`src/hdl/sso_pkg.sv`:
```
package sso_pkg;
  // register map
  localparam int          ADDR_W      = 16;
  localparam int          DATA_W      = 8;
  localparam logic [15:0] CTRL_ADDR   = 16'h2070;
  localparam logic [15:0] BEGIN_ADDR  = 16'h2071;
  localparam logic [15:0] END_ADDR    = 16'h2072;
  localparam logic [15:0] STATUS_ADDR = 16'h2073;
  // control field positions
  localparam int EN_BIT     = 7;
  localparam int FAST_BIT   = 6;
  localparam int GATE_BIT   = 5;
  localparam int FMT_HI     = 4;
  localparam int FMT_LO     = 3;
  localparam int FPOL_BIT   = 2;
  localparam int RDYEN_BIT  = 1;
  localparam int RDYPOL_BIT = 0;
  // status field positions
  localparam int ST_SHIFT_BIT = 0;
  localparam int ST_BLOCK_BIT = 1;
  // reset values
  localparam logic [7:0] CTRL_RESET  = 8'h00;
  localparam logic [7:0] BEGIN_RESET = 8'h00;
  localparam logic [7:0] END_RESET   = 8'h00;
  // serial clock timing
  localparam int CLK_PERIOD_NS  = 8;
  localparam int SLOW_PERIOD_NS = 200;
  localparam int FAST_PERIOD_NS = 100;
  localparam int SLOW_HALF      = (SLOW_PERIOD_NS / 2) / CLK_PERIOD_NS;
  localparam int FAST_HALF      = (FAST_PERIOD_NS / 2) / CLK_PERIOD_NS;
  localparam int DIV_W          = 5;
  // data words
  localparam int WORD_BITS = 32;
  localparam int POS_W     = 5;
  localparam int MEM_AW    = 8;
  // frame formats
  localparam logic [1:0] FMT_BLOCK = 2'h0;
  localparam logic [1:0] FMT_8     = 2'h1;
  localparam logic [1:0] FMT_16    = 2'h2;
  localparam logic [1:0] FMT_32    = 2'h3;
  typedef enum logic [2:0] {
    FS_IDLE  = 3'h1,
    FS_FETCH = 3'h2,
    FS_SEND  = 3'h4
  } fetch_state_e;
endpackage

```
`src/hdl/sync_serial_output.sv`:
```
// Added by the designer: the plain strobed port.
`timescale 1ns/1ps
module word_fifo #(
  parameter int WIDTH = 32,
  parameter int DEPTH = 16
) (
  // clock and reset
  input  wire logic             clk_i,
  input  wire logic             rst_n_i,
  // fill side
  input  wire logic             in_valid_i,
  input  wire logic [WIDTH-1:0] in_data_i,
  output logic                  in_ready_o,
  // drain side
  output logic                  out_valid_o,
  output logic [WIDTH-1:0]      out_data_o,
  input  wire logic             out_ready_i
);
  localparam int PW = $clog2(DEPTH);
  logic [WIDTH-1:0] mem [DEPTH];
  logic [PW:0]      wr_ptr;
  logic [PW:0]      rd_ptr;
  logic [PW:0]      next_wr_ptr;
  logic [PW:0]      next_rd_ptr;
  logic             push;
  logic             pop;
  logic             full;
  logic             empty;
  always_comb begin
    full        = (wr_ptr[PW] != rd_ptr[PW]) &&
                  (wr_ptr[PW-1:0] == rd_ptr[PW-1:0]);
    empty       = (wr_ptr == rd_ptr);
    in_ready_o  = !full;
    out_valid_o = !empty;
    out_data_o  = mem[rd_ptr[PW-1:0]];
    push        = in_valid_i && !full;
    pop         = out_ready_i && !empty;
    next_wr_ptr = push ? wr_ptr + 1'b1 : wr_ptr;
    next_rd_ptr = pop ? rd_ptr + 1'b1 : rd_ptr;
  end
  always_ff @(posedge clk_i) begin
    if (!rst_n_i) begin
      wr_ptr <= '0;
      rd_ptr <= '0;
    end else begin
      wr_ptr <= next_wr_ptr;
      rd_ptr <= next_rd_ptr;
    end
  end
  always_ff @(posedge clk_i) begin
    if (push) begin
      mem[wr_ptr[PW-1:0]] <= in_data_i;
    end
  end
endmodule

// Operation
// - when enabled, three segment pins carry serial clock, data, frame.
// - enabled with display driver on, the pins stay with the display segments.
// - the serial clock runs at 5 MHz with speed bit 0, 10 MHz with 1.
// - gate bit low gives a free clock, high holds it low when idle.
// - frame pulse once per block, or every 8, 16 or 32 bits by format.
// - frame pulse is active high with polarity 0, active low with 1.
// - fourth pin is the ready output only with ready and output enabled.
// - ready is active high with polarity 0, active low with 1.
// - words from begin to end address are sent, end above begin.
module sync_serial_output #(
  parameter int FIFO_DEPTH = 16
) (
  // clock and reset
  input  wire logic                      clk_i,
  input  wire logic                      rst_n_i,
  // register port
  input  wire logic [sso_pkg::ADDR_W-1:0] reg_addr_i,
  input  wire logic [sso_pkg::DATA_W-1:0] reg_wdata_i,
  input  wire logic                      reg_write_i,
  input  wire logic                      reg_read_i,
  output logic [sso_pkg::DATA_W-1:0]     reg_rdata_o,
  // engine pass and data memory
  input  wire logic                      pass_start_i,
  output logic                           mem_rd_o,
  output logic [sso_pkg::MEM_AW-1:0]     mem_addr_o,
  input  wire logic [sso_pkg::WORD_BITS-1:0] mem_data_i,
  // display side
  input  wire logic                      display_driver_enable_i,
  input  wire logic [3:0]                display_seg_i,
  // shared pins
  output logic                           segment_pin_a_o,
  output logic                           segment_pin_b_o,
  output logic                           segment_pin_c_o,
  output logic                           segment_pin_d_o
);
  import sso_pkg::*;
  logic [7:0]           ctrl, begin_addr, end_addr;
  logic [7:0]           next_ctrl, next_begin_addr, next_end_addr, next_rdata;
  fetch_state_e         fstate, next_fstate;
  logic [7:0]           fetch_addr, next_fetch_addr;
  logic                 next_mem_rd, mem_pending, first_word, next_first_word;
  logic [DIV_W-1:0]     div_cnt, next_div_cnt;
  logic                 sclk, next_sclk, shifting, next_shifting;
  logic [WORD_BITS-1:0] shreg, next_shreg;
  logic [POS_W-1:0]     bitpos, next_bitpos;
  logic                 frame_act, next_frame_act, pop_word;
  logic [3:0]           next_pins;
  logic                 sso_on, tick, drive_ev;
  logic [1:0]           fmt;
  logic                 fifo_in_ready, fifo_out_valid;
  logic [WORD_BITS-1:0] fifo_out_data;
  function automatic logic frame_at(input logic [1:0] f,
                                    input logic [POS_W-1:0] pos,
                                    input logic first);
    case (f)
      FMT_BLOCK: frame_at = first && (pos == '0);
      FMT_8:     frame_at = (pos[2:0] == 3'h0);
      FMT_16:    frame_at = (pos[3:0] == 4'h0);
      FMT_32:    frame_at = (pos == '0);
      default:   frame_at = 1'b0;
    endcase
  endfunction
  assign fmt    = ctrl[FMT_HI:FMT_LO];
  assign sso_on = ctrl[EN_BIT] && !display_driver_enable_i;
  always_comb begin
    next_ctrl       = ctrl;
    next_begin_addr = begin_addr;
    next_end_addr   = end_addr;
    next_rdata      = 8'h00;
    if (reg_write_i) begin
      case (reg_addr_i)
        CTRL_ADDR:  next_ctrl = reg_wdata_i;
        BEGIN_ADDR: next_begin_addr = reg_wdata_i;
        END_ADDR:   next_end_addr = reg_wdata_i;
        default:    next_ctrl = ctrl;
      endcase
    end
    if (reg_read_i) begin
      case (reg_addr_i)
        CTRL_ADDR:   next_rdata = ctrl;
        BEGIN_ADDR:  next_rdata = begin_addr;
        END_ADDR:    next_rdata = end_addr;
        STATUS_ADDR: begin
          next_rdata[ST_SHIFT_BIT] = shifting;
          next_rdata[ST_BLOCK_BIT] = (fstate != FS_IDLE);
        end
        default:     next_rdata = 8'h00;
      endcase
    end
  end
  always_ff @(posedge clk_i) begin
    if (!rst_n_i) begin
      ctrl        <= CTRL_RESET;
      begin_addr  <= BEGIN_RESET;
      end_addr    <= END_RESET;
      reg_rdata_o <= 8'h00;
    end else begin
      ctrl        <= next_ctrl;
      begin_addr  <= next_begin_addr;
      end_addr    <= next_end_addr;
      reg_rdata_o <= next_rdata;
    end
  end
  always_comb begin
    next_fstate     = fstate;
    next_fetch_addr = fetch_addr;
    next_mem_rd     = 1'b0;
    next_first_word = first_word;
    if (pop_word) begin
      next_first_word = 1'b0;
    end
    case (fstate)
      FS_IDLE: begin
        if (pass_start_i && sso_on) begin
          next_fstate     = FS_FETCH;
          next_fetch_addr = begin_addr;
          next_first_word = 1'b1;
        end
      end
      FS_FETCH: begin
        if (!mem_rd_o && !mem_pending && fifo_in_ready) begin
          next_mem_rd = 1'b1;
          if (fetch_addr == end_addr) begin
            next_fstate = FS_SEND;
          end else begin
            next_fetch_addr = fetch_addr + 8'h01;
          end
        end
      end
      FS_SEND: begin
        if (!mem_rd_o && !mem_pending && !fifo_out_valid && !shifting) begin
          next_fstate = FS_IDLE;
        end
      end
      default: next_fstate = FS_IDLE;
    endcase
  end
  always_ff @(posedge clk_i) begin
    if (!rst_n_i) begin
      fstate      <= FS_IDLE;
      fetch_addr  <= 8'h00;
      mem_rd_o    <= 1'b0;
      mem_addr_o  <= 8'h00;
      mem_pending <= 1'b0;
      first_word  <= 1'b0;
    end else begin
      fstate      <= next_fstate;
      fetch_addr  <= next_fetch_addr;
      mem_rd_o    <= next_mem_rd;
      mem_addr_o  <= fetch_addr;
      mem_pending <= mem_rd_o;
      first_word  <= next_first_word;
    end
  end
  word_fifo #(
    .WIDTH (WORD_BITS),
    .DEPTH (FIFO_DEPTH)
  ) u_fifo (
    .clk_i       (clk_i),
    .rst_n_i     (rst_n_i),
    .in_valid_i  (mem_pending),
    .in_data_i   (mem_data_i),
    .in_ready_o  (fifo_in_ready),
    .out_valid_o (fifo_out_valid),
    .out_data_o  (fifo_out_data),
    .out_ready_i (pop_word)
  );
  always_comb begin
    tick         = (div_cnt == '0);
    next_div_cnt = div_cnt - 1'b1;
    if (tick) begin
      next_div_cnt = ctrl[FAST_BIT] ? DIV_W'(FAST_HALF - 1)
                                    : DIV_W'(SLOW_HALF - 1);
    end
    drive_ev  = tick && (sclk || (ctrl[GATE_BIT] && !shifting));
    next_sclk = sclk;
    if (tick) begin
      next_sclk = sclk ? 1'b0 : (shifting || !ctrl[GATE_BIT]);
    end
    next_shifting  = shifting;
    next_shreg     = shreg;
    next_bitpos    = bitpos;
    next_frame_act = frame_act;
    pop_word       = 1'b0;
    if (drive_ev) begin
      if (shifting && bitpos != POS_W'(WORD_BITS - 1)) begin
        next_shreg     = {shreg[WORD_BITS-2:0], 1'b0};
        next_bitpos    = bitpos + 1'b1;
        next_frame_act = frame_at(fmt, next_bitpos, 1'b0);
      end else if (fifo_out_valid) begin
        pop_word       = 1'b1;
        next_shifting  = 1'b1;
        next_shreg     = fifo_out_data;
        next_bitpos    = '0;
        next_frame_act = frame_at(fmt, '0, first_word);
      end else begin
        next_shifting  = 1'b0;
        next_frame_act = 1'b0;
      end
    end
    next_pins = display_seg_i;
    if (sso_on) begin
      next_pins[0] = sclk;
      next_pins[1] = shreg[WORD_BITS-1];
      next_pins[2] = frame_act ^ ctrl[FPOL_BIT];
      if (ctrl[RDYEN_BIT]) begin
        next_pins[3] = shifting ^ ctrl[RDYPOL_BIT];
      end
    end
  end
  always_ff @(posedge clk_i) begin
    if (!rst_n_i) begin
      div_cnt         <= '0;
      sclk            <= 1'b0;
      shifting        <= 1'b0;
      shreg           <= '0;
      bitpos          <= '0;
      frame_act       <= 1'b0;
      segment_pin_a_o <= 1'b0;
      segment_pin_b_o <= 1'b0;
      segment_pin_c_o <= 1'b0;
      segment_pin_d_o <= 1'b0;
    end else begin
      div_cnt         <= next_div_cnt;
      sclk            <= next_sclk;
      shifting        <= next_shifting;
      shreg           <= next_shreg;
      bitpos          <= next_bitpos;
      frame_act       <= next_frame_act;
      segment_pin_a_o <= next_pins[0];
      segment_pin_b_o <= next_pins[1];
      segment_pin_c_o <= next_pins[2];
      segment_pin_d_o <= next_pins[3];
    end
  end
  logic [DIV_W-1:0] hi_len;
  logic [DIV_W-1:0] stable_len;
  always_ff @(posedge clk_i) begin
    if (!rst_n_i) begin
      hi_len     <= '0;
      stable_len <= '0;
    end else begin
      hi_len     <= sclk ? hi_len + 1'b1 : '0;
      stable_len <= (next_sclk != sclk || ctrl[GATE_BIT]) ? '0
                                                          : stable_len + 1'b1;
    end
  end
endmodule

```
`config.mk`:
```
export PLATFORM = sky130hd
export DESIGN_NAME = sync_serial_output
export DESIGN_NICKNAME = d
export VERILOG_FILES = /design/src/hdl/sso_pkg.sv /design/src/hdl/sync_serial_output.sv
export SDC_FILE = /design/constraint.sdc
export NUM_CORES = 1
export LEC_CHECK = 0
export BUFFER_PORTS_ARGS = -buffer_cell sky130_fd_sc_hd__buf_2
export CAP_MARGIN = 20
export CORE_MARGIN = 1.5
export CORE_UTILIZATION = 50
export DETAILED_ROUTE_END_ITERATION = 12
export PLACE_DENSITY = 0.76
export SKIP_LAST_GASP = 1
export SLEW_MARGIN = 30
export SYNTH_ARGS = -nofsm -noshare
export SYNTH_HDL_FRONTEND = slang
export SYNTH_SLANG_ARGS = --single-unit
```
`constraint.sdc`:
```
create_clock -name clk_i -period 5.8 [get_ports clk_i]
set_input_delay 1.16 -clock clk_i [delete_from_list [all_inputs] [get_ports clk_i]]
set_output_delay 1.16 -clock clk_i [all_outputs]
set_load 0.05 [all_outputs]
```
=== Word-level counts from Yosys, hierarchy flattened ===
Memories as Yosys holds them, arrays and structs flattened. A register that Yosys moved wholly into a read port is not among the register bits.
Index checks and enable logic that the tools add are counted.

* Flip-flop bits (word level): 113
* Memories: 1
* Output and inout bits: 21
* Word-level logic and storage cells: 125
* Bits in writable memories: 512

* Add/sub/neg operators: 5
* Equality and inequality tests: 22
* Mux-type cells: 35
* Reduce and logical (&&, ||, !) cells: 37
* Bitwise gates (word level): 3

{| class="wikitable"
|+ Memory list
! name !! words !! bits a word !! read ports !! clocked after memory_dff !! write ports !! line !! RTL
|-
| u_fifo.mem || 16 || 32 || 1 || 1 || 1 || sync_serial_output.sv:20 || <nowiki>logic [WIDTH-1:0] mem [DEPTH];</nowiki>
|}

{| class="wikitable"
|+ Operators by type and width
! kind !! number
|-
| equality test 16 x 14 -> 1 bit (second input constant) || 4
|-
| two-way mux 32 bit || 2
|-
| two-way mux 8 bit || 3
|-
| case mux 6 bit (3 select lines) || 1
|-
| two-way mux 4 bit || 4
|-
| case mux 8 bit (2 select lines) || 1
|-
| adder 5 x 1 -> 5 bit (second input constant) || 3
|-
| two-way mux 5 bit || 3
|-
| AND reduction 2 bit || 7
|-
| two-way mux 1 bit || 13
|-
| logical AND 1 bit || 12
|-
| two-way mux 3 bit || 4
|-
| inequality test 2 bit (second input constant) || 6
|-
| logical NOT 5 bit || 2
|-
| case mux 3 bit (3 select lines) || 1
|-
| adder 8 x 1 -> 8 bit (second input constant) || 1
|-
| equality test 8 bit || 1
|-
| case mux 2 bit (4 select lines) || 1
|-
| AND reduction 4 bit || 2
|-
| logical NOT 1 bit || 7
|-
| equality test 5 bit || 1
|-
| inequality test 5 bit (second input constant) || 1
|-
| subtractor 5 x 1 -> 5 bit (second input constant) || 1
|-
| equality test 2 bit (second input constant) || 2
|-
| other kinds (17) || 19
|}

=== Logic depth before layout (Yosys ltp) ===
Gate-level depths: netlist of run 1.

* Word-level depth: 8
* Mapped depth: 9

=== Cells and area by module ===
From an unflattened synthesis of run 1, not the netlist that was laid out.

* Cell total of the unflattened synthesis: 1348
* Area, all modules: 24703.7 µm²

{| class="wikitable"
|+ Modules (own cells, without submodules)
! module !! cells each !! times used !! area each (µm²)
|-
| word_fifo || 814 || 1 || 20149.3
|-
| sync_serial_output || 534 || 1 || 4554.4
|}

=== Least setup slack after synthesis of run 1 ===
No wires, ideal clock.

* Path type: register -> register
* Start: register u_fifo.wr_ptr[4]
* End: memory u_fifo.mem[3][0] (enable)
* Library setup time: 0.461 ns
* Buffers on the path: 0
* Stages on the path, launching flop included: 4
* Data arrival time: 3.152 ns
* Path slack: 2.187 ns
* Required time: 5.339 ns
* Cells stage by stage: dfxtp_1 xnor2_2 o211ai_1 nor3_1

* Longest elaborated chain between the ends: 6

{| class="wikitable"
|+ RTL lines
! item !! line !! RTL
|-
| from (decl) || sync_serial_output.sv:21 || <nowiki>logic [PW:0] wr_ptr;</nowiki>
|-
| from (signal assigned) || sync_serial_output.sv:46 || <nowiki>wr_ptr <= next_wr_ptr;</nowiki>
|-
| inequality test 1 bit || sync_serial_output.sv:30 || <nowiki>full = (wr_ptr[PW] != rd_ptr[PW]) &&</nowiki>
|-
| logical AND 1 bit || sync_serial_output.sv:30 ||
|-
| logical NOT 1 bit || sync_serial_output.sv:36 || <nowiki>push = in_valid_i && !full;</nowiki>
|-
| logical AND 1 bit || sync_serial_output.sv:36 ||
|-
| two-way mux 1 bit || sync_serial_output.sv:51 || <nowiki>if (push) begin</nowiki>
|-
| two-way mux 1 bit (not written as such) || sync_serial_output.sv:52 || <nowiki>mem[wr_ptr[PW-1:0]] <= in_data_i;</nowiki>
|-
| to (decl) || sync_serial_output.sv:20 ||
|}

Every way passes these cells.

=== Final worst setup path of run 1 ===
* Start: register u_fifo.wr_ptr[2]
* End: memory u_fifo.mem[8][2] (enable)

* Longest elaborated chain between the ends: 6

{| class="wikitable"
|+ RTL lines
! item !! line !! RTL
|-
| equality test 4 bit || sync_serial_output.sv:31 || <nowiki>(wr_ptr[PW-1:0] == rd_ptr[PW-1:0]);</nowiki>
|-
| logical AND 1 bit || sync_serial_output.sv:30 ||
|-
| logical NOT 1 bit || sync_serial_output.sv:36 ||
|-
| logical AND 1 bit || sync_serial_output.sv:36 ||
|-
| two-way mux 1 bit || sync_serial_output.sv:51 ||
|-
| two-way mux 1 bit (not written as such) || sync_serial_output.sv:52 ||
|}

Several ways; a longest one is shown, not always the timed one.

==> results of run 1 <==
worst max path at each step:
stage	from	endpoint	cells after the start
finish	u_fifo.wr_ptr[2]	u_fifo.mem[8][2]	5
global route	u_fifo.wr_ptr[2]	u_fifo.mem[8][2]	5
CTS	u_fifo.wr_ptr[2]	u_fifo.mem[8][0]	5
detailed placement	u_fifo.wr_ptr[2]	u_fifo.mem[8][23]	5
global placement	u_fifo.wr_ptr[2]	u_fifo.mem[12][25]	4
floorplan	u_fifo.wr_ptr[4]	u_fifo.mem[3][0]	3
flip-flops by register name, indices dropped and copies added (netlist names), 3 cells and up, named ones only:
signal and count:
end_addr 8, bitpos 5, fstate 3, fetch_addr 8, u_fifo.rd_ptr 5, u_fifo.wr_ptr 5
begin_addr 8, u_fifo.mem 512, mem_addr_o 8, shreg 32, ctrl 8, div_cnt 5
reg_rdata_o 8
where the power goes:
group	leakage [nW]	internal [W]	switching, W
clock	1.06	0.00253	0.00167
sequential	5.55	0.00489	0.0000175
combinational	2.38	0.0000609	0.000132
total	8.98	0.00748	0.00182
critical path, stage by stage (launching register included):
cell and delay [ns]:
dfxtp_1 0.50, xnor2_1 0.15, and4_4 0.26, a21boi_2 0.56, and3_2 0.56, buf_4 0.49
per-stage QoR:
step	setup WS [ns]	utilization [%]	power (W)	cell area, µm²
2_1_floorplan	2.19	-	0.00510	24700
3_3_place_gp	2.76	52.9	0.00518	25800
3_5_place_dp	2.60	53.0	0.00519	25900
4_1_cts	2.57	57.5	0.00936	28100
5_1_grt	2.79	57.5	0.00954	28100
6_report	2.91	57.5	0.00930	28100
logic make-up after synthesis:
group / synth area share, %
buffers and inverters: 1.55
AND/OR/NAND/NOR: 4.84
flip-flops: 71.8
AO/OA/AOI/OAI: 4.38
multiplexers: 16.0
adder cells (fa/ha/maj): 0.558
XOR/XNOR: 0.918
area by class of cell:
cell class	instances	share of cell area [%]
clock inverter	36	1.89
inverter	9	0.120
sequential	629	63.1
multi-input combinational	676	23.7
clock buffer	75	5.90
tap	664	2.96
timing repair buffer	112	2.35
layer usage:
metal	GRT usage, %	share of wire, %	up-vias
li1	-	-	5736
met1	27.0	40	6640
met2	35.3	51	477
met3	3.85	6.6	94
met4	5.76	1.9	6
met5	0	0.055	-
cells in the final DEF (no fill, tap or decap), drive strengths merged, types with 14 or more instances in the layout:
cell    synthesis  final
nand3          44     44
buf            35    112
mux2           32     32
dfxtp         117    117
nor2           73     73
o211ai         32     32
clkinv          0     17
clkbuf         46     75
mux4          129    129
mux2i          67     67
edfxtp        512    512
xnor2          20     20
a21oi          54     54
o21ai          46     46
and3           15     15
nand2          49     49
nor3           14     14
==> results.toml, run 1 <==
[yosys]
synth_flop_cell = "edfxtp_1"
synth-seq-area-share_pct = 71.8
synth_top_cells_by_count = "edfxtp_1, mux4_2, dfxtp_1"
synthTopCellsByArea = "edfxtp_1, mux4_2, dfxtp_1"
syn-num-nets = 1472
synth_edf_count = 512
synth_top_cell_by_area = "edfxtp_1"
ys_ff_latch = 629
synth_warnings = 0
syn_inst = 1395
synth_most_common_cell = "edfxtp_1"
synth.avg_cell_area_um2 = 17.7
synth.cell_area_um2 = 24700
synth_top_area_share_pct = 62.3
ys_types = 65
async_flop_share_pct = 0

[sta]
finClkSkew_ns = 0.0203
max_freq_mhz = 346
fin_crit_sh_pct = 49.8
hold_violations = 0
worst_pin_slew_ns = 0.920
slew_viol_final = 0
rsz0062_at_grt = "no"
slew_headroom_pct = 38.7
min_period_ns = 2.89
holdWs_ns = 0.461
finalSetupTns_ns = 0
setup_viol = 0

[routing]
post_drt_wl_per_cell_um = 23.2
viasPerCell = 5.89
num_vias = 12953
drt_iter0_markers = 1132
drcViolationCount = 0
drt-total-wl_um = 51000
drtPass1Iterations = 5
ant_nets = 0

[place]
dp_hpwl_um = 27700
placedCellCount = 2090
io_buffer_count = 86
gp_congestion = 0.847

[min_path]
min_to = "div_cnt[0]"
hold_depth = 1
hp-start = "div_cnt[0]"
worstHoldPathType = "reg2reg"

[critical_path]
crit_type = "reg2reg"
r2r_end = "u_fifo.mem[8][2]"
r2r-start = "u_fifo.wr_ptr[2]"
r2r_slack_ns = 2.91
cp-end-kind = "register"
required_ns = 6.06
r2r_cells = 5
cp.arrival_ns = 3.15
worstPathMaxFanout = 22
start_kind = "register"

[floorplan]
num_rows = 81
io_pins = 87
initial_utilization_pct = 50.5
die_area_um2 = 50700
die_x_um = 225
core_region_area_um2 = 48800
die_h_um = 225

[power]
p_leak_nw = 8.98
powerDensity_nw_per_um2 = 331
ir_drop_mv = 0.350

[clock_network]
clk_pin_slew_ns = 0.06
cts_tree = "done"
clock_sinks = 629
h-tree-depth = 2
postCtsHoldBufs = 0
numCtsBuffers = 59
clock_latency_ns = 0.63
clockBufferDepth = 3
clk_root_buffer_cell = "clkbuf_16"
cts_repair_resize_count = 0
post_cts_buffers = 0

[cells_and_area]
fin_cells = 2201
area_growth_pct = 13.9
n_fill_cell = 3630
drive_gt1_share_pct = 27.1
regArea_um2 = 17700
finalNetCount = 1564
antennaDiodeCount = 0
multiInputGateArea_um2 = 6660

[grt]
first_global_vias = 13255
grt.overflow.total = 0
antenna_found_initial = 3
grt_max_degree = 84
grt_util_all_layers_pct = 20.6
grt_pass1_wl_um = 78000

[run]
maxCapViolations = 0

[status]
outcome = "completed"
No activity file was read; power rests on OpenSTA's default activity.
==> run 2: changes to the inputs <==
Clock period 5.8 ns to 2.9 ns, I/O delays scaled along.
==> run 2 against run 1 <==
Largest power group unchanged. Non-clock buffer count rose by 25. Largest cell class unchanged. Clock power rose by 94%. Global-route usage rose by 0.15 points. Cell area rose by 0.95%. Setup slack got worse by 2.4 ns. Routed wire length fell by 0.30%. First-iteration DRC count rose by 27%. Worst hold slack got worse by 0.25 ns. Sequential power rose by 100%. Fmax rose by 20%.
==> results.toml, run 2 (same netlist as run 1, synthesis figures left out) <==
[clock_network]
clock_sinks = 629
postCtsHoldBufs = 0
clk_root_buffer_cell = "clkbuf_16"
clockBufferDepth = 3
post_cts_buffers = 0
numCtsBuffers = 61
clock_latency_ns = 0.64
cts_repair_resize_count = 0
clk_pin_slew_ns = 0.06
cts_tree = "done"
h-tree-depth = 2

[floorplan]
num_rows = 81
die_h_um = 225
die_x_um = 225
die_area_um2 = 50700
initial_utilization_pct = 50.5
core_region_area_um2 = 48800
io_pins = 87

[critical_path]
crit_path_frequent_cell = "ha_1"
required_ns = 3.44
cp.arrival_ns = 2.94
start_kind = "register"
worstPathMaxFanout = 15
crit_cells = 8
path_delay_family = "simple AND/OR/NAND/NOR gates"
crit_path_cell_trace = "ha_1, and3_1, ha_1, nand2b_1, nand2_1, buf_4, o211ai_1, o21ai_1"
slowest_delay_ns = 0.40
crit_type = "reg2reg"
r2r_cells = 8
cp-end-kind = "register"
worst-path-buf-inv = 1
slowest_stage = "nand2_1"

[grt]
grt.busiest_layer = "met2"
first_global_vias = 13252
grt_max_degree = 62
antenna_found_initial = 3
grt_util_all_layers_pct = 20.7
use_met2_pct = 33.7
gr-usage-met3_pct = 3.48
globalRouteMet1Util_pct = 28.7
grt_pass1_wl_um = 79200
grt.overflow.total = 0

[sta]
max_freq_mhz = 417
slew_headroom_pct = 42.2
rsz0062_at_grt = "no"
hold_violations = 0
finalSetupTns_ns = 0
finClkSkew_ns = 0.0295
worst_pin_slew_ns = 0.863
setup_viol = 0
slew_viol_final = 0
fin_crit_sh_pct = 82.7
min_period_ns = 2.40

[routing]
drt-total-wl_um = 50900
drtPass1Iterations = 5
viasPerCell = 5.86
post_drt_wl_per_cell_um = 22.8
num_vias = 13078
drt_iter0_markers = 1441
ant_nets = 0
drcViolationCount = 0

[status]
outcome = "completed"

[place]
placedCellCount = 2115
io_buffer_count = 86
dp_hpwl_um = 29000
gp_congestion = 0.838

[cells_and_area]
finalNetCount = 1591
drive_gt1_share_pct = 27.4
area_growth_pct = 15.0
final_common_cell = "edfxtp_1"
largest_reg_flops = 512
n_fill_cell = 3587
layout_common_cells = "edfxtp_1, mux4_2, dfxtp_1, buf_2, nor2_1"
fin_cells = 2231

[power]
powerDensity_nw_per_um2 = 647
ir_drop_mv = 0.578
p_leak_nw = 9.10

[run]
maxCapViolations = 0

[min_path]
hold_depth = 3
worstHoldPathType = "in2reg"
[run 2: cell types whose count changed in the layout (fill, tap and decap cells not counted), moves of 2 or more]
cell,before,now
and3_2,8,13
and3_4,5,0
buf_12,2,18
buf_4,22,33
bufinv_16,11,8
clkbuf_1,6,19
clkbuf_8,8,5
clkinv_1,2,5
clkinv_2,12,7
clkinvlp_4,6,4
[run 2: metrics by stage]
stage	util (%)	hold slack (ns)	setup WS (ns)	area, µm²	total power (W)
2_1_floorplan	-	0.433	0.0632	24700	0.0102
4_1_cts	58.1	0.183	0.523	28400	0.0185
3_3_place_gp	53.8	0.447	0.601	26300	0.0104
5_1_grt	58.1	0.227	0.371	28400	0.0189
6_report	58.1	0.214	0.503	28400	0.0184
3_5_place_dp	53.8	0.456	0.539	26300	0.0104
[run 2: layout make-up]
type / count / area, µm² / area share, %
flip-flops and latches: 629 / 17700 / 62.5
multi-input cells: 676 / 6630 / 23.4
clock buffers: 86 / 1690 / 5.96
repair buffers: 137 / 1040 / 3.66
well taps: 664 / 831 / 2.93
clock inverters: 29 / 418 / 1.47
inverters: 9 / 33.8 / 0.119
diodes: 1 / 2.50 / 0.00882
[run 2: report_power, final]
part	total (W)	switching [W]	leakage, nW	internal [W]
Sequential	0.00981	0.0000348	5.55	0.00978
Combinational	0.000380	0.000256	2.55	0.000124
Clock	0.00816	0.00335	1.01	0.00481
[run 2: metal layers]
metal  vias to the layer above  wire length [µm]  share of wire, %
met3                        91              3150               6.2
met1                      6731             21100                42
met5                         -                26             0.051
li1                       5788                 -                 -
met2                       464             25300                50
met4                         4              1310               2.6
[run 2: worst register-to-register path, delay by kind of cell, from the launching register on]
kind	cells	cell delay [ns]
buf+inv	1	0.33
fa+ha+maj	2	0.45
compound gates	2	0.33
simple gates	3	0.87
flops	1	0.34
[run 2: worst paths after layout]
kind | from | to | slack (ns)
worst min-delay path | display_seg_i[1] | segment_pin_b_o | 0.21
worst max-delay path | bitpos[0] | shreg[8] | 0.50
worst max register to register | bitpos[0] | shreg[8] | 0.50
worst min register to register | shreg[14] | shreg[14] | 0.46
==> run 3: changes to the inputs <==
Settings changed: PLACE_DENSITY 0.76 to 0.78.
Clock period 2.9 ns to 2.1 ns, I/O delays scaled along.
==> run 3 against run 2 <==
First-iteration DRC count is 0.90% higher. Combinational power is 50% higher. Count of clock-buffer cells in the layout is 2 higher. Largest cell class unchanged. Cell area is 3.8% higher. Via count is 5.2% higher. Non-clock buffer count is 76 higher. Clock power is 31% higher. Global-route usage is 2.0 points higher. Worst hold slack worse by 0.15 ns. Largest power group unchanged. Sequential power is 39% higher. Die area stayed put.
==> results.toml, run 3 (same netlist as run 1, synthesis figures left out) <==
[place]
io_buffer_count = 86
dp_hpwl_um = 32900
gp_congestion = 0.845

[routing]
drt_iter0_markers = 1454
drcViolationCount = 0
drtPass1Iterations = 6
post_drt_wl_per_cell_um = 25.1
viasPerCell = 5.97
drt-total-wl_um = 57800
ant_nets = 0
num_vias = 13760

[critical_path]
required_ns = 2.63
cp.arrival_ns = 2.61
worstPathMaxFanout = 8
cp-end-kind = "register"
start_kind = "register"
r2r_cells = 7
crit_type = "reg2reg"

[status]
outcome = "completed"

[floorplan]
die_x_um = 225
core_region_area_um2 = 48800
num_rows = 81
initial_utilization_pct = 50.5
io_pins = 87
die_area_um2 = 50700
die_h_um = 225

[grt]
grt_pass1_wl_um = 85200
first_global_vias = 14010
grt.overflow.total = 0
grt_max_degree = 68
grt_util_all_layers_pct = 22.8
antenna_found_initial = 1

[cells_and_area]
finalNetCount = 1666
area_growth_pct = 19.3
utilization_pct = 60.3
largest_reg_flops = 512
layout_common_cells = "edfxtp_1, mux4_2, dfxtp_1, buf_2, nor2_1"
antennaDiodeCount = 0
drive_gt1_share_pct = 31.4
final_common_cell = "edfxtp_1"

[sta]
hold_violations = 0
setup_viol = 0
slew_viol_final = 0
slew_headroom_pct = 65.2
fin_crit_sh_pct = 98.9
min_period_ns = 2.08
worst_pin_slew_ns = 0.520
max_freq_mhz = 481
rsz0062_at_grt = "yes"
finClkSkew_ns = 0.0311

[min_path]
worstHoldPathType = "in2reg"
hold_depth = 3

[clock_network]
numCtsBuffers = 60
clk_root_buffer_cell = "clkbuf_16"
clock_sinks = 629
clk_pin_slew_ns = 0.06
h-tree-depth = 2
clock_latency_ns = 0.64
clockBufferDepth = 3
cts_tree = "done"

[power]
p_total_w = 0.0248
p_leak_nw = 9.59
ir_drop_mv = 0.761
powerDensity_nw_per_um2 = 843

[run]
maxCapViolations = 0
-- run 3: changes by cell type in the layout (fill, tap and decap cells not counted), moves of 4 or more --
cell       before  now
buf_12         18   52
buf_4          33   67
and3_2         13    3
and3_4          0   10
bufinv_16       8    2
clkbuf_16      62   66
clkinv_2        7   11
-- run 3: where the power goes --
part / switching [W] / internal, W
Combinational: 0.000374 / 0.000196
Clock: 0.00467 / 0.00603
Sequential: 0.0000552 / 0.0135
-- run 3: cell type report --
cell class	count	area [µm²]
clock buffers	88	1740
clock inverters	26	238
fillers	3456	19400
inverters	9	33.8
multi-input cells	676	6720
flip-flops and latches	629	17700
well taps	664	831
repair buffers	213	2160
-- run 3: critical path: stages (launching register included) --
cell and delay [ns]:
dfxtp_4 0.37, buf_12 0.14, buf_16 0.15, buf_4 0.14, mux4_2 0.52, mux2_2 0.30
o211ai_1 0.25, o21ai_1 0.10
-- run 3: per-layer routing --
layer / global-route usage, % / vias up / wire length (µm)
li1: - / 5953 / -
met1: 30.6 / 7005 / 22900
met2: 37.5 / 653 / 28500
met3: 4.45 / 147 / 4350
met4: 7.84 / 2 / 2020
met5: 0 / - / 7
-- run 3: through the flow --
step                instances  setup WS [ns]  setup TNS [ns]  instance area [µm²]  hold slack, ns
floorplan                1395         -0.190          -16.55                24800           0.433
global placement         2164        -0.0969          -0.116                27100           0.446
detailed placement       2164        -0.0851          -0.117                27100           0.456
CTS                      2286        -0.0104         -0.0104                29200          0.0355
global route             2305        -0.0373          -0.123                29400          0.0622
finish                   2305         0.0229               0                29400          0.0626
-- run 3: repair_timing --
| item | 4_1_cts | 5_1_grt |
|---|---|---|
| resized for setup | 4 | 10 |
| setup buffers | 7 | 16 |
| endpoints found under the setup margin | 4 | 43 |
| hold buffers | 0 | 0 |
| gates cloned | 1 | 3 |
| pin swaps | 1 | 5 |
-- run 3: final timing paths --
kind | from | end | slack [ns]
worst max register to register | register | shreg[27] | 0.02
worst min-delay path | display_seg_i[1] | segment_pin_b_o | 0.06
worst max-delay path | register | shreg[27] | 0.02
worst min register to register | shreg[6] | shreg[6] | 0.46
